<file path="config.mk">
export PLATFORM = sky130hd
export DESIGN_NAME = lmc_mode_ctrl
export DESIGN_NICKNAME = d
export VERILOG_FILES = /design/src/design/lmc_pkg.sv /design/src/design/lmc_ctrl_if.sv /design/src/design/lmc_regfile.sv /design/src/design/lmc_mode_ctrl.sv
export VERILOG_INCLUDE_DIRS = /design/src /design/src/design
export SDC_FILE = /design/constraint.sdc
export NUM_CORES = 1
export LEC_CHECK = 0
export ABC_CLOCK_PERIOD_IN_PS = 6200
export BUFFER_PORTS_ARGS = -buffer_cell sky130_fd_sc_hd__buf_2
export CAP_MARGIN = 0
export CORE_MARGIN = 2
export CORE_UTILIZATION = 40
export DETAILED_ROUTE_END_ITERATION = 10
export SETUP_SLACK_MARGIN = 0.3
export SYNTH_ARGS = -nofsm -noshare
export SYNTH_HDL_FRONTEND = slang
export SYNTH_SLANG_ARGS = --single-unit
export TNS_END_PERCENT = 5
</file>
<file path="constraint.sdc">
create_clock -name ref_clk -period 6.2 [get_ports ref_clk]
set_clock_uncertainty 0.1 [all_clocks]
set_input_delay 0.31 -clock ref_clk [delete_from_list [all_inputs] [get_ports ref_clk]]
set_output_delay 0.31 -clock ref_clk [all_outputs]
set_load 0.005 [all_outputs]
</file>
<file path="src/design/lmc_defs.svh">
// Register map, field positions, reset values and timing for the mode and reset controller
`ifndef LMC_DEFS_SVH
`define LMC_DEFS_SVH

`define LMC_GLOBAL_CONTROL_ADDR       8'h00
`define LMC_UNDERVOLTAGE_CONTROL_ADDR 8'h2a
`define LMC_SOFT_RESET_COMMAND_ADDR   8'h2f
`define LMC_MIXING_CONTROL_ADDR       8'h46

`define LMC_SOFT_RESET_KEY            8'hae

`define LMC_CHIP_ACTIVE_BIT           0
`define LMC_UV_MON_DIS_BIT            0
`define LMC_UV_PROT_DIS_BIT           1
`define LMC_UV_FLAG_BIT               2
`define LMC_PWR_UP_STATUS_BIT         3
`define LMC_LOW_POWER_EN_BIT          1

`define LMC_GLOBAL_CONTROL_RST        8'h00
`define LMC_UNDERVOLTAGE_CONTROL_RST  8'h00
`define LMC_MIXING_CONTROL_RST        8'h00

`define LMC_CLK_PERIOD_NS             20
`define LMC_CMD_WAIT_NS               2000000
`define LMC_CMD_WAIT_CYCLES ((`LMC_CMD_WAIT_NS + `LMC_CLK_PERIOD_NS - 1) / `LMC_CLK_PERIOD_NS)

`endif

</file>
<file path="src/design/lmc_pkg.sv">
// Types shared by the mode and reset controller
package lmc_pkg;
    typedef enum logic [1:0] {
        mode_standby   = 2'h0,
        mode_active    = 2'h1,
        mode_low_power = 2'h3
    } lmc_mode_t;
endpackage

</file>
<file path="src/design/lmc_ctrl_if.sv">
// Control bits and events passed between register file and mode controller
`timescale 1ns/1ps
`default_nettype none
interface lmc_ctrl_if;
    logic chip_active;
    logic uv_mon_en;
    logic uv_prot_en;
    logic low_power_enable;
    logic soft_reset;
    logic uv_trip;
    logic uv_clear_chip;
    modport regs (output chip_active, uv_mon_en, uv_prot_en, low_power_enable, soft_reset,
                  input uv_trip, uv_clear_chip);
    modport ctrl (input chip_active, uv_mon_en, uv_prot_en, low_power_enable, soft_reset,
                  output uv_trip, uv_clear_chip);
endinterface
`default_nettype wire

</file>
<file path="src/design/lmc_regfile.sv">
// Page 0 registers touched by mode and reset control
`timescale 1ns/1ps
`default_nettype none
`include "lmc_defs.svh"
module lmc_regfile
    import lmc_pkg::*;
(
    input  wire logic       ref_clk,    // 50 MHz clock
    input  wire logic       rst,        // Power-on reset
    input  wire logic       accept,     // Commands allowed
    input  wire logic       wr_en,      // Write strobe
    input  wire logic       rd_en,      // Read strobe
    input  wire logic [7:0] addr,       // Register address
    input  wire logic [7:0] wdata,      // Write data
    output logic      [7:0] rdata,      // Read data, one cycle after rd_en
    lmc_ctrl_if.regs        ctl         // Control bits to mode controller
);
    logic [7:0] global_control;
    logic [7:0] undervoltage_control;
    logic [7:0] mixing_control;
    logic [7:0] next_global_control;
    logic [7:0] next_undervoltage_control;
    logic [7:0] next_mixing_control;
    logic [7:0] next_rdata;
    logic       wr_ok;
    logic       rd_ok;
    logic       srst;

    assign wr_ok = wr_en && accept;
    assign rd_ok = rd_en && accept;
    assign srst  = wr_ok && addr == `LMC_SOFT_RESET_COMMAND_ADDR
                   && wdata == `LMC_SOFT_RESET_KEY;

    assign ctl.soft_reset       = srst;
    assign ctl.chip_active      = global_control[`LMC_CHIP_ACTIVE_BIT];
    assign ctl.uv_mon_en        = !undervoltage_control[`LMC_UV_MON_DIS_BIT];
    assign ctl.uv_prot_en       = !undervoltage_control[`LMC_UV_PROT_DIS_BIT];
    assign ctl.low_power_enable = mixing_control[`LMC_LOW_POWER_EN_BIT];

    always_comb begin
        next_global_control       = global_control;
        next_undervoltage_control = undervoltage_control;
        next_mixing_control       = mixing_control;
        next_rdata                = 8'h00;
        if (rd_ok) begin
            unique case (addr)
                `LMC_GLOBAL_CONTROL_ADDR:       next_rdata = global_control;
                `LMC_UNDERVOLTAGE_CONTROL_ADDR: next_rdata = undervoltage_control;
                `LMC_MIXING_CONTROL_ADDR:       next_rdata = mixing_control;
                default:                        next_rdata = 8'h00;
            endcase
            // Flags clear once seen by the host
            if (addr == `LMC_UNDERVOLTAGE_CONTROL_ADDR) begin
                next_undervoltage_control[`LMC_UV_FLAG_BIT]       = 1'b0;
                next_undervoltage_control[`LMC_PWR_UP_STATUS_BIT] = 1'b0;
            end
        end
        if (wr_ok) begin
            unique case (addr)
                `LMC_GLOBAL_CONTROL_ADDR:  next_global_control = wdata;
                `LMC_MIXING_CONTROL_ADDR:  next_mixing_control = wdata;
                `LMC_UNDERVOLTAGE_CONTROL_ADDR: begin
                    next_undervoltage_control[`LMC_UV_MON_DIS_BIT]  = wdata[`LMC_UV_MON_DIS_BIT];
                    next_undervoltage_control[`LMC_UV_PROT_DIS_BIT] = wdata[`LMC_UV_PROT_DIS_BIT];
                    next_undervoltage_control[7:4]                  = wdata[7:4];
                end
                default: ;
            endcase
        end
        // Hardware events win over a same-cycle clear or register write, but a soft reset wins over them
        if (ctl.uv_trip) begin
            next_undervoltage_control[`LMC_UV_FLAG_BIT] = 1'b1;
        end
        if (ctl.uv_clear_chip) begin
            next_global_control[`LMC_CHIP_ACTIVE_BIT] = 1'b0;
        end
        if (srst) begin
            next_global_control       = `LMC_GLOBAL_CONTROL_RST;
            next_undervoltage_control = `LMC_UNDERVOLTAGE_CONTROL_RST;
            next_undervoltage_control[`LMC_PWR_UP_STATUS_BIT] = 1'b1;
            next_mixing_control       = `LMC_MIXING_CONTROL_RST;
        end
    end

    always_ff @(posedge ref_clk or posedge rst) begin
        if (rst) begin
            global_control       <= `LMC_GLOBAL_CONTROL_RST;
            undervoltage_control <= `LMC_UNDERVOLTAGE_CONTROL_RST
                                    | (8'h01 << `LMC_PWR_UP_STATUS_BIT);
            mixing_control       <= `LMC_MIXING_CONTROL_RST;
            rdata                <= 8'h00;
        end else begin
            global_control       <= next_global_control;
            undervoltage_control <= next_undervoltage_control;
            mixing_control       <= next_mixing_control;
            rdata                <= next_rdata;
        end
    end
endmodule
`default_nettype wire

</file>
<file path="src/design/lmc_mode_ctrl.sv">
// Operating mode and reset controller of the matrix LED driver
`timescale 1ns/1ps
`default_nettype none
`include "lmc_defs.svh"
module lmc_mode_ctrl
    import lmc_pkg::*;
#(
    parameter int CMD_WAIT_CYCLES = `LMC_CMD_WAIT_CYCLES
) (
    input  wire logic       ref_clk,        // 50 MHz clock
    input  wire logic       rst,            // Power-on reset, supply below threshold
    input  wire logic       en_pin,         // Enable pin level
    input  wire logic       uv_event,       // Supply under UVLO threshold
    input  wire logic       over_temperature_event, // Thermal shutdown active
    input  wire logic       pwm_nonzero,    // Some PWM in active frame nonzero
    input  wire logic       wr_en,          // Register write strobe
    input  wire logic       rd_en,          // Register read strobe
    input  wire logic [7:0] addr,           // Register address
    input  wire logic [7:0] wdata,          // Register write data
    output logic      [7:0] rdata,          // Register read data
    output logic            cmd_accept,     // Commands are taken
    output lmc_mode_t       mode,           // Current operating mode
    output logic            analog_enable,  // Analog blocks powered
    output logic            low_power_mode  // Low-power sub-state active
);
    localparam int WAIT_W = $clog2(CMD_WAIT_CYCLES + 1);

    lmc_ctrl_if ctl ();

    lmc_mode_t         next_mode;
    logic [WAIT_W-1:0] wait_cnt;
    logic [WAIT_W-1:0] next_wait_cnt;
    logic              standby_cond;

    lmc_regfile u_regs (
        .ref_clk (ref_clk),
        .rst     (rst),
        .accept  (cmd_accept),
        .wr_en   (wr_en),
        .rd_en   (rd_en),
        .addr    (addr),
        .wdata   (wdata),
        .rdata   (rdata),
        .ctl     (ctl)
    );

    // Registers never see the mode, so standby keeps contents and access
    assign ctl.uv_trip       = uv_event && ctl.uv_mon_en;
    assign ctl.uv_clear_chip = ctl.uv_trip && ctl.uv_prot_en;

    assign standby_cond = !en_pin || !ctl.chip_active || over_temperature_event
                          || ctl.uv_clear_chip;

    assign cmd_accept     = wait_cnt == '0;
    assign analog_enable  = mode != mode_standby;
    assign low_power_mode = mode == mode_low_power;

    always_comb begin
        next_wait_cnt = wait_cnt;
        if (ctl.soft_reset) begin
            next_wait_cnt = WAIT_W'(CMD_WAIT_CYCLES);
        end else if (wait_cnt != '0) begin
            next_wait_cnt = wait_cnt - 1'b1;
        end
    end

    always_comb begin
        next_mode = mode;
        unique case (mode)
            mode_standby: begin
                if (!standby_cond) begin
                    next_mode = mode_active;
                end
            end
            mode_active: begin
                if (standby_cond) begin
                    next_mode = mode_standby;
                end else if (ctl.low_power_enable && !pwm_nonzero) begin
                    next_mode = mode_low_power;
                end
            end
            mode_low_power: begin
                if (standby_cond) begin
                    next_mode = mode_standby;
                end else if (pwm_nonzero || !ctl.low_power_enable) begin
                    next_mode = mode_active;
                end
            end
            default: next_mode = mode_standby;
        endcase
        if (ctl.soft_reset) begin
            next_mode = mode_standby;
        end
    end

    // Reset is the POR itself, so a supply dip restarts everything
    always_ff @(posedge ref_clk or posedge rst) begin
        if (rst) begin
            mode     <= mode_standby;
            wait_cnt <= WAIT_W'(CMD_WAIT_CYCLES);
        end else begin
            mode     <= next_mode;
            wait_cnt <= next_wait_cnt;
        end
    end
endmodule
`default_nettype wire

</file>
Word-level counts from Yosys, hierarchy flattened:

Index checks and enable logic that the tools add are counted.

* bits in registers: 51
* output and inout port bits: 13
* logic and storage cells: 84

* add/subtract/negate cells: 1
* equality and inequality tests: 9
* muxes and demuxes: 26
* reductions and logical operators: 39

Operator list (count)
* $mux 8: 8
* $mux 17: 2
* $pmux 8 s3: 1
* $mux 2: 10
* $logic_not 17->1: 1
* $reduce_bool 17->1: 1
* $sub 17x1->17 const B: 1
* $eq 8x6->1 const B: 2
* $reduce_bool 2->1: 7
* $reduce_and 2->1: 6
* $reduce_bool 3->1: 4
* $eq 8x7->1 const B: 1
* $eq 8x8->1 const B: 1
* $logic_not 8->1: 1
* $mux 4: 2
* $logic_and 1x1->1: 7
* $logic_not 1->1: 6
* $pmux 2 s3: 1
* $logic_or 1x1->1: 4
* $ne 4x1->1 const B: 1
* $ne 4x4->1 const B: 1
* $ne 3x3->1 const B: 1
* $reduce_and 3->1: 1
* $eq 2x1->1 const B: 1
* 3 further kinds: 4

Logic depth before layout (Yosys ltp):

Gate-level depths: netlist (run 1).

* depth after elaboration: 7
* gate-level depth with buffers: 9

Hierarchy:

From an unflattened synthesis (run 1), not the netlist that was laid out.

* cells, all modules: 258
* area total of the unflattened synthesis: 2605.0 um^2

By module, submodules not included
* lmc_regfile: times used 1, cells each 145, area each 1524.0 um^2
* lmc_mode_ctrl: times used 1, cells each 113, area each 1081.0 um^2

Worst setup path after synthesis (run 1):

Ideal clock, no wire load.

* path kind: reg2reg
* start point: register wait_cnt[0]
* end point: register u_regs.undervoltage_control[3]
* setup time: 77 ps
* data arrival time: 1779 ps
* data required time: 6023 ps
* path slack: 4244 ps
* cell stages (with the launch flop): 10
* buffers on the path: 2
* clock period less this slack: 1956 ps
* path through: dfrtp_1 > inv_1 > ha_1 > nor4b_1 > nand4_2 > inv_2 > buf_4 > buf_6 > nand3_1 > a21o_1

* word-level cells in the longest chain between the ends: 6
* elaborated cells between the ends (all ways): 9
* those cells by class: mux (1); reduce/logical (8)

Ends and longest elaborated chain
* from (decl): line lmc_mode_ctrl.sv:31 `logic [WAIT_W-1:0] wait_cnt;`
* from (signal assigned): line lmc_mode_ctrl.sv:100 `wait_cnt <= WAIT_W'(CMD_WAIT_CYCLES);`
* from (signal assigned): line lmc_mode_ctrl.sv:103 `wait_cnt <= next_wait_cnt;`
* $logic_not 17->1 *: line lmc_mode_ctrl.sv:54 `assign cmd_accept = wait_cnt == '0;`
* named net cmd_accept: line lmc_mode_ctrl.sv:21 `output logic cmd_accept,`
* $logic_and 1x1->1: line lmc_regfile.sv:29 `assign wr_ok = wr_en && accept;`
* $logic_and 1x1->1 (no line) (2 in a row)
* $reduce_bool 2->1 (no line)
* $reduce_and 2->1 (no line)
* to (signal assigned): line lmc_regfile.sv:88 `` undervoltage_control <= `LMC_UNDERVOLTAGE_CONTROL_RST ``
* to (signal assigned): line lmc_regfile.sv:94 `undervoltage_control <= next_undervoltage_control;`
* to (decl): line lmc_regfile.sv:19 `logic [7:0] undervoltage_control;`

The timed path passes the listed nets; every way through them passes the cells marked *.
A chain may end at the register's enable or synchronous reset.

Final worst setup path (run 1):

* start point: register wait_cnt[12]
* end point: output cmd_accept

* word-level cells in the longest chain between the ends: 1

Ends and longest elaborated chain (line)
* $logic_not 17->1: lmc_mode_ctrl.sv:54
* to (decl): lmc_mode_ctrl.sv:21

Every way passes these cells.

==> run summary, run 1 <==
The run finished with clean final reports. The total clock buffers created by CTS is 5. The worst setup path is launched from a register.

After clock tree synthesis, the clock-pin slew on the worst setup and hold paths is 0.09 ns. The accumulated negative setup slack came out at 0 ns. The start-to-end type of the worst setup path is register to output pin. The number of antenna diodes came out at 0. For this design, the CTS-stage hold fixing added 0 buffers. For the pin with the worst max-slew slack, the measured transition is 1.24 ns.

The number of cells on the worst hold path is 2. The I/O pin count came out at 37. The final weighted congestion in routability-driven placement is 0.762. The total power per unit cell area is 211 nW/um^2. In this run the critical register-to-register path is captured at u_regs.global_control[6]. In the detailed route, the total length drawn on met2 is 2360 um.

The total routing usage reported by global routing is 17.9%. The wire length per cell after detailed routing is 17.2 um. The number of warnings printed during yosys synthesis came out at 0. Entering global routing, the biggest net connects 52 pins. The die span in x is 82.5 um.

The register-to-register setup slack came out at 3.63 ns. The final max-slew violation count came to 0. The post-synthesis cell type count came out at 49. Detailed placement finished with a half-perimeter wire length of 3960 um. Summed over all cells, the static leakage comes to 1.33 nW. Among all flip-flop cells after synthesis, the most frequent one is sky130_fd_sc_hd__dfrtp_1.

The first-pass GRT wire length came out at 9090 um. The port buffer count is 36. The clock insertion delay at the later pin of the skew report came out at 0.30 ns. The remaining number of nets flagged by the antenna check after routing came out at 0. The synthesized area per cell came out at 11.5 um^2. Measured on the finished design, the core utilization comes to 47.3%. The fraction of layout instances using a drive strength above 1 is 28.6%. For hold timing, the worst endpoint is mode[1]. The share of async-settable or async-resettable flops after synthesis is 100%. The startpoint identified for the worst hold timing path is pwm_nonzero. The synthesized design contains 51 register bits. The tool flagged a number of max-cap violations equal to 0. The post-route minimum period is 2.60 ns.

The via count of the first global-routing pass was 1769. The total iterations of the first detailed-routing run came out at 4. Final hold analysis gives a worst-case slack of 0.0578 ns. The path type of the worst min-delay path is primary input to register. The uppermost layer routed is met4. The worst register-to-register path begins at wait_cnt[12]. The initial antenna violation count is 0. The H-tree was split into 2 levels. The depth of the worst register-to-register path came out at 5. The peak clock frequency supported by timing is 0.385 GHz. The total met3 wirelength after detailed routing came out at 380 um. Once the clock tree was built, the setup fixing pass inserted 0 buffers. The starting density of the core came out at 41.4%. When the netlist entered floorplanning its net count stood at 241.

The area of all placed cells without fillers came out at 2820 um^2. Wires add up to 5630 um. The data required time at the worst endpoint is 5.79 ns.

The worst setup path is captured at an output pin. In this run the tightest slew margin relative to its limit is 16.8%. The count of endpoints failing setup in the final report is 0. In this run the worst path has a maximum fanout of 27. The average vias per placed instance is 5.66. The post-route total power is 0.596 mW. The share of the clock period used by the worst path after layout is 41.9%. The layout net count came out at 277.

The number of DRC markers after the initial detailed-route iteration is 147. The final-report hold violation count was 0. The core footprint is 5960 um^2. Global routing finished with a remaining overflow of 0. The DRC violation count after routing is 0. The number of rows in the core area is 28. Setup repair after global routing left no endpoint under its margin. The layout overhead on the synthesized area came out at 14.3%. The floorplan die area came out at 6810 um^2. TritonCTS built the clock tree.

The arrival time at the worst endpoint is 2.19 ns. Summing all placed instances gives a cell area of 2700 um^2. The synthesized design contains 0 enable-type register cells.

The total routed wire length on the met1 layer came out at 2850 um. The CTS sink count came out at 51. The routed layout has 1852 vias.

In this run the deepest clock path goes through 2 buffers. Synthesis produced 215 cells. The tree is rooted in a sky130_fd_sc_hd__clkbuf_8. The share of the yosys chip area belonging to registers came out at 52.1%. The maximum vdd ir drop is 0.0000900 V. The height of the chip is 82.5 um. Summing every instance area after synthesis gives 2460 um^2. After clock tree synthesis, the repair step resized 0 gates.
## power breakdown
group | internal, mW | switching, mW
clock network | 0.122 | 0.114
registers | 0.333 | 0.000000167
logic | 0.00817 | 0.0190
total | 0.463 | 0.133
## Yosys cell counts, types with 4 or more instances
master | number | share of area [%]
sky130_fd_sc_hd__nor4_1 | 6 | 1.5
sky130_fd_sc_hd__a22oi_1 | 8 | 2.4
sky130_fd_sc_hd__xor2_1 | 6 | 2.1
sky130_fd_sc_hd__dfrtp_1 | 44 | 45
sky130_fd_sc_hd__and3_1 | 8 | 2.0
sky130_fd_sc_hd__nand3_1 | 8 | 1.6
sky130_fd_sc_hd__or4_1 | 4 | 1.2
sky130_fd_sc_hd__o21ai_0 | 5 | 1.0
sky130_fd_sc_hd__mux2_2 | 9 | 4.1
sky130_fd_sc_hd__a22o_1 | 18 | 6.4
sky130_fd_sc_hd__nor2_1 | 15 | 2.3
sky130_fd_sc_hd__dfstp_2 | 7 | 7.5
sky130_fd_sc_hd__nand2_1 | 7 | 1.1
sky130_fd_sc_hd__clkbuf_1 | 4 | 0.61
sky130_fd_sc_hd__o31ai_1 | 4 | 1.2
sky130_fd_sc_hd__nor3_1 | 8 | 1.6
## registers in the layout, indices dropped and copies added, names as in the netlist
name                         count
u_regs.global_control            8
u_regs.mixing_control            8
wait_cnt                        17
u_regs.undervoltage_control      8
mode                             2
u_regs.rdata                     8
## cells in the final DEF, fill, tap and decap left out, types with 2 or more instances in the layout
master,synthesis,routed
sky130_fd_sc_hd__buf_2,0,36
sky130_fd_sc_hd__nand4b_1,3,3
sky130_fd_sc_hd__a21oi_1,3,3
sky130_fd_sc_hd__o211ai_2,2,2
sky130_fd_sc_hd__xnor2_1,2,2
sky130_fd_sc_hd__ha_1,2,2
sky130_fd_sc_hd__or3b_2,2,2
sky130_fd_sc_hd__o21ai_0,5,5
sky130_fd_sc_hd__dfrtp_1,44,44
sky130_fd_sc_hd__nor4bb_1,2,2
sky130_fd_sc_hd__a22o_1,18,18
sky130_fd_sc_hd__nand2_1,7,7
sky130_fd_sc_hd__and2_1,3,3
sky130_fd_sc_hd__a22oi_1,8,8
sky130_fd_sc_hd__a32o_1,3,3
sky130_fd_sc_hd__clkbuf_8,0,5
sky130_fd_sc_hd__inv_1,3,2
sky130_fd_sc_hd__dfstp_2,7,7
sky130_fd_sc_hd__nor4_1,6,6
sky130_fd_sc_hd__nor2_1,15,15
sky130_fd_sc_hd__inv_2,1,2
sky130_fd_sc_hd__mux2i_1,2,2
sky130_fd_sc_hd__o31ai_1,4,4
sky130_fd_sc_hd__nand4_1,2,2
sky130_fd_sc_hd__nor4b_1,2,2
sky130_fd_sc_hd__or3_1,2,2
sky130_fd_sc_hd__nand3_1,8,8
sky130_fd_sc_hd__mux2_2,9,9
sky130_fd_sc_hd__nand2b_1,2,2
sky130_fd_sc_hd__nor3_1,8,8
sky130_fd_sc_hd__xor2_1,6,6
sky130_fd_sc_hd__or4_1,4,4
sky130_fd_sc_hd__and3_1,8,8
sky130_fd_sc_hd__nand4_2,2,2
## cell type report
type,count,area (um^2)
multi-input cells,153,1130
fillers,588,3140
flip-flops and latches,51,1280
clock inverters,3,47.5
well taps,75,93.8
repair buffers,36,180
inverters,4,15.0
clock buffers,5,68.8
## worst max path at each step
| stage | from | endpoint | cells past startpoint |
|---|---|---|---|
| 2_1_floorplan | wait_cnt[0] | u_regs.undervoltage_control[3] | 9 |
| 3_3_place_gp | addr[1] | u_regs.global_control[4] | 5 |
| 3_5_place_dp | wait_cnt[12] | u_regs.mixing_control[6] | 5 |
| 4_1_cts | wait_cnt[4] | cmd_accept | 4 |
| 5_1_grt | wait_cnt[4] | cmd_accept | 4 |
| 6_report | wait_cnt[12] | cmd_accept | 4 |
## stage by stage
step           setup WS [ns]  std cells
2_1_floorplan           4.24        215
3_3_place_gp            3.68        319
3_5_place_dp            3.65        319
4_1_cts                 3.59        327
5_1_grt                 3.38        327
6_report                3.60        327
## critical path: stages, from the launching register on
cell                      delay (ns)
sky130_fd_sc_hd__dfrtp_1        0.42
sky130_fd_sc_hd__nor4_1         0.53
sky130_fd_sc_hd__nand4_2        0.31
sky130_fd_sc_hd__inv_2          0.43
sky130_fd_sc_hd__buf_2          0.20
## cells by family after synthesis
kind of cell | synth area share [%]
xor gates and xnor gates | 2.84
muxes | 4.92
adders and majority gates | 1.02
buffers and inverters | 2.13
DFF | 52.1
and+or+nand+nor | 21.0
AOI/OAI and AO/OA | 16.0
## per-layer routing
| layer | GRT usage, % | vias to the layer above |
|---|---|---|
| li1 | - | 907 |
| met1 | 28.3 | 887 |
| met2 | 23.6 | 54 |
| met3 | 5.43 | 4 |
| met4 | 4.26 | 0 |
| met5 | 0 | - |
No activity file was read; power rests on OpenSTA's default activity.
==> inputs of run 2 (changes only) <==
Settings changed: ABC_CLOCK_PERIOD_IN_PS 6200 to 2300.
Clock period 6.2 ns to 2.3 ns, I/O delays scaled along.
==> run 2 against run 1 <==
Against the previous run:
- die area stayed put
- first-iteration DRC count is 33% higher
- critical path depth is 2 higher
- sequential power grew to 2.7 times the previous value
- sequential cell count stayed put
- clock-buffer cell count stayed put
- core utilization is 4.9 points higher
- combinational power grew to 3.2 times the previous value
- hold slack worse by 0.051 ns
- global-route usage is 0.87 points higher
- register-to-register slack worse by 3.4 ns
==> run summary, run 2 (synthesized netlist as in run 1, its figures left out) <==
Result of the run: finished, final reports clean (unchanged). The met2 usage in global routing came out at 27.7% (was 23.6%). The floorplan die area came out at 6810 um^2 (unchanged). The half-perimeter wire length after detailed placement came out at 4100 um (was 3960 um).

The arrival time at the worst endpoint is 2.13 ns (was 2.19 ns). The data required time at the worst endpoint is 2.40 ns (was 5.79 ns). The number of flip-flops in the largest register came out at 17 (unchanged). The least setup slack across all paths after layout came out at 0.269 ns (was 3.60 ns). The sink of the worst hold path is u_regs.global_control[0] (was mode[1]). The total clock buffers created by CTS is 5 (unchanged). The CTS sink count is 51 (unchanged). The register with the most flip-flops is wait_cnt (unchanged). The die span in x is 82.5 um (unchanged).

The path type of the worst min-delay path was primary input to register (unchanged). The clock-pin slew reported for the worst setup and hold paths after clock tree synthesis came to 0.10 ns (was 0.09 ns). The reg-to-reg critical path endpoint is u_regs.global_control[4] (was u_regs.global_control[6]). The final-report hold violation count is 0 (unchanged). The height of the chip is 82.5 um (unchanged). The capturing element type of the critical path was a register (was output pin). The maximum fanout along the worst path is 8 (was 27). The number of cells on the worst hold path was 3 (was 2). The reg-to-reg startpoint was wait_cnt[4] (was wait_cnt[12]). The via count of the first global-routing pass is 1897 (was 1769).

The first-pass GRT wire length is 9610 um (was 9090 um). The deepest level of the CTS H-tree came out at 2 (unchanged). The port buffer count came to 36 (unchanged). Most frequent cells in the layout: sky130_fd_sc_hd__dfrtp_1 (43), sky130_fd_sc_hd__buf_2 (36), sky130_fd_sc_hd__a22o_1 (18) (was sky130_fd_sc_hd__dfrtp_1 (44), sky130_fd_sc_hd__buf_2 (36), sky130_fd_sc_hd__a22o_1 (18)). The fraction of the core area covered by cells at the end of the flow is 52.2% (was 47.3%). The post-detailed-routing wire length came out at 6030 um (was 5630 um).

The DRC violation count after routing came to 0 (unchanged). The launch instance of the worst min-delay path was wdata[0] (was pwm_nonzero). The total power per unit cell area was 522 nW/um^2 (was 211 nW/um^2).

Setup repair after global routing missed its margin: yes (was no). The final weighted congestion in routability-driven placement is 0.824 (was 0.762). The tightest hold margin is 0.00648 ns (was 0.0578 ns). The accumulated negative setup slack came to 0 ns (unchanged).

The TritonCTS clock tree is done (unchanged). The via count is 1991 (was 1852). The global-route congestion overflow total is 0 (unchanged). The I/O pin count is 37 (unchanged). The number of max-cap violations came out at 0 (unchanged).

The final max-slew violation count came out at 0 (unchanged). The register-to-register setup slack is 0.27 ns (was 3.63 ns). The share of the clock period used by the worst path after layout came out at 88.3%. The fraction of layout instances using a drive strength above 1 is 33.7% (was 28.6%). The largest net degree at the start of global routing is 52 (unchanged). The total routing usage reported by global routing came out at 18.8% (was 17.9%). The post-route minimum period came out at 2.03 ns.

Cell-by-cell trace of the critical path: nor4_2, buf_4, nand4_2, inv_4, o211ai_2, mux2_2 (was nor4_1, nand4_2, inv_2, buf_2). The number of buffers on the longest clock path was 2 (unchanged). The placement-stage cell area is 2760 um^2 (was 2700 um^2).

The max-slew headroom at the worst pin is 56.7% (was 16.8%). The clock insertion delay at the later pin of the skew report was 0.31 ns (was 0.30 ns). The post-placement cell count is 327 (was 319).

The layout net count is 301 (was 277). The remaining number of nets flagged by the antenna check after routing was 0 (unchanged). The post-route total power is 1.62 mW (was 0.596 mW).

The initial antenna violation count came out at 0 (unchanged). The met1 usage was 27.8% (was 28.3%). The number of rows in the core area is 28 (unchanged).

The layout overhead on the synthesized area is 26.2% (was 14.3%). The slowest cell on the critical path is sky130_fd_sc_hd__dfrtp_2 (was sky130_fd_sc_hd__nor4_1). The delay of the slowest critical-path stage came out at 0.42 ns (was 0.53 ns). The final instance count without filler cells was 351 (was 327). The leakage power summed over all cells was 1.46 nW (was 1.33 nW). The transition at the pin with the smallest max-transition slack was 0.648 ns (was 1.24 ns). The post-placement worst setup slack came out at 0.168 ns (was 3.65 ns).

The met3 usage came to 4.02% (was 5.43%). The count of endpoints failing setup in the final report is 0 (unchanged). The most common cell after layout, fill and taps aside was sky130_fd_sc_hd__dfrtp_1 (unchanged). The cell at the root of the clock tree is sky130_fd_sc_hd__clkbuf_8 (unchanged). The number of antenna diodes was 0 (unchanged). The highest-utilization routing layer at the global route stage is met1 (unchanged). The area of all placed cells without fillers is 3110 um^2 (was 2820 um^2). The peak clock frequency supported by timing came out at 0.492 GHz.

The total iterations of the first detailed-routing run is 4 (unchanged). The depth of the worst register-to-register path came to 6 (was 5). The core footprint came out at 5960 um^2 (unchanged). The maximum vdd ir drop is 0.000266 V (was 0.0000900 V).

The number of DRC markers after the initial detailed-route iteration came out at 195 (was 147). The starting density of the core was 41.4% (unchanged). The start-to-end type of the worst setup path was register to register (was register to output pin).

The element type at the critical path start is a register (unchanged). The average vias per placed instance came out at 5.67 (was 5.66). The wire length per cell after detailed routing is 17.2 um (about the same).
==> run 2: changes by cell type in the layout (fill, tap and decap cells not counted), sizes merged <==
cell,delta
buf,+12
dlygate4sd3,+11
bufbuf,+1
==> run 2: worst max path at each step <==
stage	from	to	slack [ns]
floorplan	wait_cnt[0]	u_regs.undervoltage_control[3]	0.34
global placement	wait_cnt[0]	wait_cnt[15]	0.23
detailed placement	wait_cnt[0]	wait_cnt[15]	0.17
CTS	wait_cnt[0]	u_regs.global_control[4]	0.30
global route	wait_cnt[1]	u_regs.undervoltage_control[6]	0.18
finish	wait_cnt[4]	u_regs.global_control[4]	0.27
==> run 2: per-layer routing <==
metal  wire, um  up-vias
met5          0        -
met3        420       11
met1       2860      960
met4         90        0
met2       2660       70
li1           -      950
==> run 2: layout make-up <==
type	count	area (um^2)
multi-input combinational	153	1170
clock inverter	3	47.5
inverter	4	17.5
sequential	51	1290
clock buffer	5	68.8
fill	550	2840
timing repair buffer	60	425
tap	75	93.8
==> run 2: repair_timing <==
item                                    CTS  global route
gates resized for setup                  11             2
hold buffers                             11             0
endpoints found under the setup margin   46            45
endpoints found under the hold margin    64             0
buffers inserted                          4             0
pin swaps                                 2             0
cloned                                    1             0
==> run 2: critical path: cells and delay by family, from the launching register on <==
family	cells	cell delay (ns)
muxes	1	0.36
and+or+nand+nor	2	0.46
DFF	1	0.42
AOI/OAI and AO/OA	1	0.24
buffers and inverters	2	0.33
==> run 2: power by group <==
group	leakage [nW]	total (mW)	switching [mW]	internal, mW
combinational	0.732	0.0881	0.0519	0.0362
sequential	0.667	0.897	0.000000611	0.897
clock	0.0587	0.640	0.310	0.330
==> inputs of run 3 (changes only) <==
Settings changed: ABC_AREA set to 1.
==> run 3 against run 2 <==
Against the previous run:
- via count rose by 20%
- wire length rose by 2.2%
- largest cell class unchanged
- final cell count rose by 40%
- die area rose by 9.2%
- synthesized cell count rose by 64%
- synthesized area rose by 9.7%
- non-clock buffer count fell by 2
- first-iteration DRC count fell by 30%
- sequential cell count did not move
- critical path depth rose by 6
- fmax rose by 9.8%
- register-to-register slack improved by 0.18 ns
- highest routed layer unchanged
==> run summary, run 3 <==
Result of the run: finished, final reports clean (unchanged). The kind of cell with the highest combined delay on the critical path is simple AND/OR/NAND/NOR gates (unchanged). The number of warnings printed during yosys synthesis is 0 (unchanged). The TritonCTS clock tree was done (unchanged).

The layout overhead on the synthesized area came to 22.4% (was 26.2%). The average vias per placed instance came out at 4.88 (was 5.67). The cell at the root of the clock tree is sky130_fd_sc_hd__clkbuf_8 (unchanged). The simple logic cell fraction of the synthesized area is 35.5% (was 21.0%).

The register-to-register setup slack is 0.45 ns (was 0.27 ns). The most numerous cell in the Yosys netlist is sky130_fd_sc_hd__nand2_1 (was sky130_fd_sc_hd__dfrtp_1). The fraction of layout instances using a drive strength above 1 was 21.1% (was 33.7%). The accumulated negative setup slack is 0 ns (unchanged). The worst path buffer plus inverter count is 3 (was 2). The tightest hold margin is 0.0152 ns (was 0.00648 ns). The data required time at the worst endpoint is 2.39 ns (was 2.40 ns). The sequential power share is 60.0% (was 55.2%).

The maximum vdd ir drop is 0.000246 V (was 0.000266 V). The launch instance of the worst min-delay path is wdata[4] (was wdata[0]). The I/O pin count is 37 (unchanged). The via count of the first global-routing pass came out at 2234 (was 1897). The height of the chip came out at 86.2 um (was 82.5 um). The floorplan die area came out at 7430 um^2 (was 6810 um^2). The clock-pin slew reported for the worst setup and hold paths after clock tree synthesis was 0.09 ns (was 0.10 ns).

The peak clock frequency supported by timing is 0.541 GHz (was 0.492 GHz). The most common cell after layout, fill and taps aside is sky130_fd_sc_hd__nand2_1 (was sky130_fd_sc_hd__dfrtp_1). The cell count along the critical path was 12 (was 6). The total iterations of the first detailed-routing run is 4 (unchanged).

The capturing element type of the critical path is a register (unchanged). The arrival time at the worst endpoint is 1.94 ns (was 2.13 ns). The post-route minimum period is 1.85 ns (was 2.03 ns). The via count was 2390 (was 1991). The share of the yosys chip area belonging to registers is 47.5% (was 52.1%).

The number of max-cap violations came out at 0 (unchanged). The global-route congestion overflow total came out at 0 (unchanged). The count of endpoints failing setup in the final report came out at 0 (unchanged). The final-report hold violation count came out at 0 (unchanged). The clock insertion delay at the later pin of the skew report is 0.30 ns (was 0.31 ns). The remaining number of nets flagged by the antenna check after routing is 0 (unchanged). The share of the synthesized netlist area taken by xor and xnor gates came to 2.92% (was 2.84%). The share of async-settable or async-resettable flops after synthesis is 100% (unchanged). The cell internal power dissipation came out at 1.17 mW (was 1.26 mW). The switching power as a share of total power was 22.1% (was 22.3%).

The leakage power summed over all cells came out at 1.72 nW (was 1.46 nW). Cell-by-cell trace of the critical path: inv_2, ha_1, inv_1, nor2_1, nand2_1, nor2_4, nand2_4, nor2_8, buf_4, nand2_8, nand2_1, nand2_1 (was nor4_2, buf_4, nand4_2, inv_4, o211ai_2, mux2_2). The path type of the worst min-delay path is primary input to register (unchanged). The number of DRC markers after the initial detailed-route iteration came out at 137 (was 195). The number of buffers on the longest clock path is 2 (unchanged). The half-perimeter wire length after detailed placement came out at 4360 um (was 4100 um).

The reported net switching power came out at 0.331 mW (was 0.362 mW). The number of rows in the core area was 29 (was 28). The cell taking the most area after synthesis was sky130_fd_sc_hd__dfrtp_1 (unchanged).

The number of flip-flops in the largest register came to 17 (unchanged). The share of the clock period used by the worst path after layout is 80.4% (was 88.3%). The sink of the worst hold path is u_regs.global_control[4] (was u_regs.global_control[0]). The start-to-end type of the worst setup path is register to register (unchanged). The starting density of the core is 41.9% (was 41.4%). Setup repair after global routing missed its margin: no (was yes). The wire length per cell after detailed routing is 12.6 um (was 17.2 um). The share of synthesized cell area in full adder, half adder and majority cells is 0.925% (was 1.02%). The final weighted congestion in routability-driven placement came out at 0.874 (was 0.824). Cell types with the largest area share after synthesis: sky130_fd_sc_hd__dfrtp_1 (41%), sky130_fd_sc_hd__nand2_1 (12%), sky130_fd_sc_hd__inv_1 (8.3%), sky130_fd_sc_hd__nor2_1 (8.2%), sky130_fd_sc_hd__dfstp_2 (6.8%) (was sky130_fd_sc_hd__dfrtp_1 (45%), sky130_fd_sc_hd__dfstp_2 (7.5%), sky130_fd_sc_hd__a22o_1 (6.4%), sky130_fd_sc_hd__mux2_2 (4.1%), sky130_fd_sc_hd__a22oi_1 (2.4%)). The reg-to-reg startpoint is wait_cnt[0] (was wait_cnt[4]).

The most common flop cell mapped by yosys is sky130_fd_sc_hd__dfrtp_1 (unchanged). The maximum fanout along the worst path is 11 (was 8). The post-synthesis cell type count came to 31 (was 49). The deepest level of the CTS H-tree came out at 2 (unchanged).

The max-slew headroom at the worst pin is 60.4% (was 56.7%). The total clock buffers created by CTS came out at 5 (unchanged). The post-route total power is 1.50 mW (was 1.62 mW). The final max-slew violation count came out at 0 (unchanged). Most frequent cells in the layout: sky130_fd_sc_hd__nand2_1 (83), sky130_fd_sc_hd__nor2_1 (59), sky130_fd_sc_hd__inv_1 (57) (was sky130_fd_sc_hd__dfrtp_1 (43), sky130_fd_sc_hd__buf_2 (36), sky130_fd_sc_hd__a22o_1 (18)). The port buffer count is 36 (unchanged). The initial antenna violation count is 0 (unchanged). The cell repeated most along the worst path is sky130_fd_sc_hd__nand2_1. The area of the mapped netlist is 2700 um^2 (was 2460 um^2). The layout net count was 439 (was 301). The reg-to-reg critical path endpoint was u_regs.mixing_control[1] (was u_regs.global_control[4]). The number of antenna diodes is 0 (unchanged). The delay of the slowest critical-path stage was 0.40 ns (was 0.42 ns). The number of flip-flops and latches in the synthesized netlist came out at 51 (unchanged). The share of the synthesized area in the top cell type is 40.7% (was 44.7%).

The post-detailed-routing wire length is 6170 um (was 6030 um). The post-synth net total came out at 379 (was 241). The CTS sink count is 51 (unchanged). The number of cells on the worst hold path came out at 3 (unchanged). The DRC violation count after routing was 0 (unchanged). The multiplexer fraction of the synthesized cell area was 0% (was 4.92%). The first-pass GRT wire length came to 10400 um (was 9610 um). Top cell types by occurrence after synthesis: sky130_fd_sc_hd__nand2_1 (84), sky130_fd_sc_hd__inv_1 (60), sky130_fd_sc_hd__nor2_1 (59) (was sky130_fd_sc_hd__dfrtp_1 (44), sky130_fd_sc_hd__a22o_1 (18), sky130_fd_sc_hd__nor2_1 (15)).

The total power per unit cell area came out at 452 nW/um^2 (was 522 nW/um^2). The number of flops mapped to enable cells by yosys is 0 (unchanged). The slowest cell on the critical path is sky130_fd_sc_hd__dfrtp_1 (was sky130_fd_sc_hd__dfrtp_2). The element type at the critical path start is a register (unchanged). The transition at the pin with the smallest max-transition slack came to 0.592 ns (was 0.648 ns). The fraction of the mapped netlist area in compound gates came to 3.19% (was 16.0%). The total routing usage reported by global routing came out at 17.5% (was 18.8%). The core footprint came to 6460 um^2 (was 5960 um^2). The register with the most flip-flops was wait_cnt (unchanged). The worst setup path startpoint is wait_cnt[0] (was wait_cnt[4]). The cell count after synthesis is 353 (was 215). The largest net degree at the start of global routing came to 23 (was 52).

The depth of the worst register-to-register path is 12 (was 6). The dominant combinational cell family by area after synthesis is simple AND/OR/NAND/NOR gates (unchanged). The combinational share of power came out at 5.3% (was 5.4%). The synthesized area per cell is 7.66 um^2 (was 11.5 um^2). The die span in x was 86.2 um (was 82.5 um). The part of the total power dissipated in the clock network is 34.7% (was 39.4%).
==> run 3: cell count changes in the layout (fill, tap and decap cells not counted), moves of 8 or more <==
| cell | delta |
|---|---|
| sky130_fd_sc_hd__nand3_1 | +12 |
| sky130_fd_sc_hd__nand4_1 | +21 |
| sky130_fd_sc_hd__mux2_2 | -9 |
| sky130_fd_sc_hd__nand2_1 | +76 |
| sky130_fd_sc_hd__inv_1 | +55 |
| sky130_fd_sc_hd__nor2_1 | +44 |
| sky130_fd_sc_hd__a22oi_1 | -8 |
| sky130_fd_sc_hd__a22o_1 | -18 |
==> run 3: layout make-up <==
cell class / instances / area (um^2)
inverters: 61 / 229
well taps: 77 / 96.3
clock inverters: 1 / 5.00
repair buffers: 58 / 394
fillers: 645 / 3150
clock buffers: 6 / 82.6
flip-flops and latches: 51 / 1280
multi-input cells: 236 / 1220
==> run 3: tightest hold or removal path, stage by stage <==
cell,delay [ns]
sky130_fd_sc_hd__buf_2,0.08
sky130_fd_sc_hd__inv_1,0.07
sky130_fd_sc_hd__o21ai_2,0.12
==> run 3: worst max-delay path by stage <==
stage,to,slack [ns]
6_report,u_regs.mixing_control[1],0.45
5_1_grt,u_regs.mixing_control[4],0.29
4_1_cts,u_regs.global_control[0],0.25
3_5_place_dp,u_regs.global_control[6],0.20
3_3_place_gp,u_regs.global_control[0],0.26
2_1_floorplan,u_regs.global_control[0],0.56
==> run 3: kinds of logic (layout without fill, tap and decap cells) <==
family          Yosys count  count (layout)
buf+inv                  66             126
fa+ha+maj                 2               2
compound gates           14              14
simple gates            211             211
flops                    51              51
xor+xnor                  9               9
==> run 3: power groups by stage <==
stage                     clock network [mW]  logic [mW]  registers [mW]
after global placement                     0      0.0708           0.914
after global routing                   0.561      0.0917           0.897
after floorplan                            0      0.0298           0.914
after CTS                              0.535      0.0819           0.897
final                                  0.519      0.0800           0.897
after detailed placement                   0      0.0713           0.914
==> run 3: metrics by stage <==
step	utilization, %	setup WS (ns)	cell area (um^2)	instances
final	51.3	0.450	3310	490
after global routing	51.3	0.288	3310	490
after CTS	48.7	0.247	3150	481
after detailed placement	45.9	0.195	2960	464
after global placement	45.9	0.265	2960	464
after floorplan	-	0.565	2700	353
==> run 3: per-layer routing <==
metal,global-route usage (%),share of wire [%],routed length (um)
met3,3.05,4.1,250
met1,25.9,51,3150
met4,4.40,0.86,53
met2,26.8,44,2710
met5,0,0,0
==> run 3: repair_timing <==
action	4_1_cts	5_1_grt
pin swaps	1	2
hold buffers	8	0
hold endpoints to repair	27	0
buffers inserted	2	9
resized for setup	1	13
setup endpoints to repair	35	45
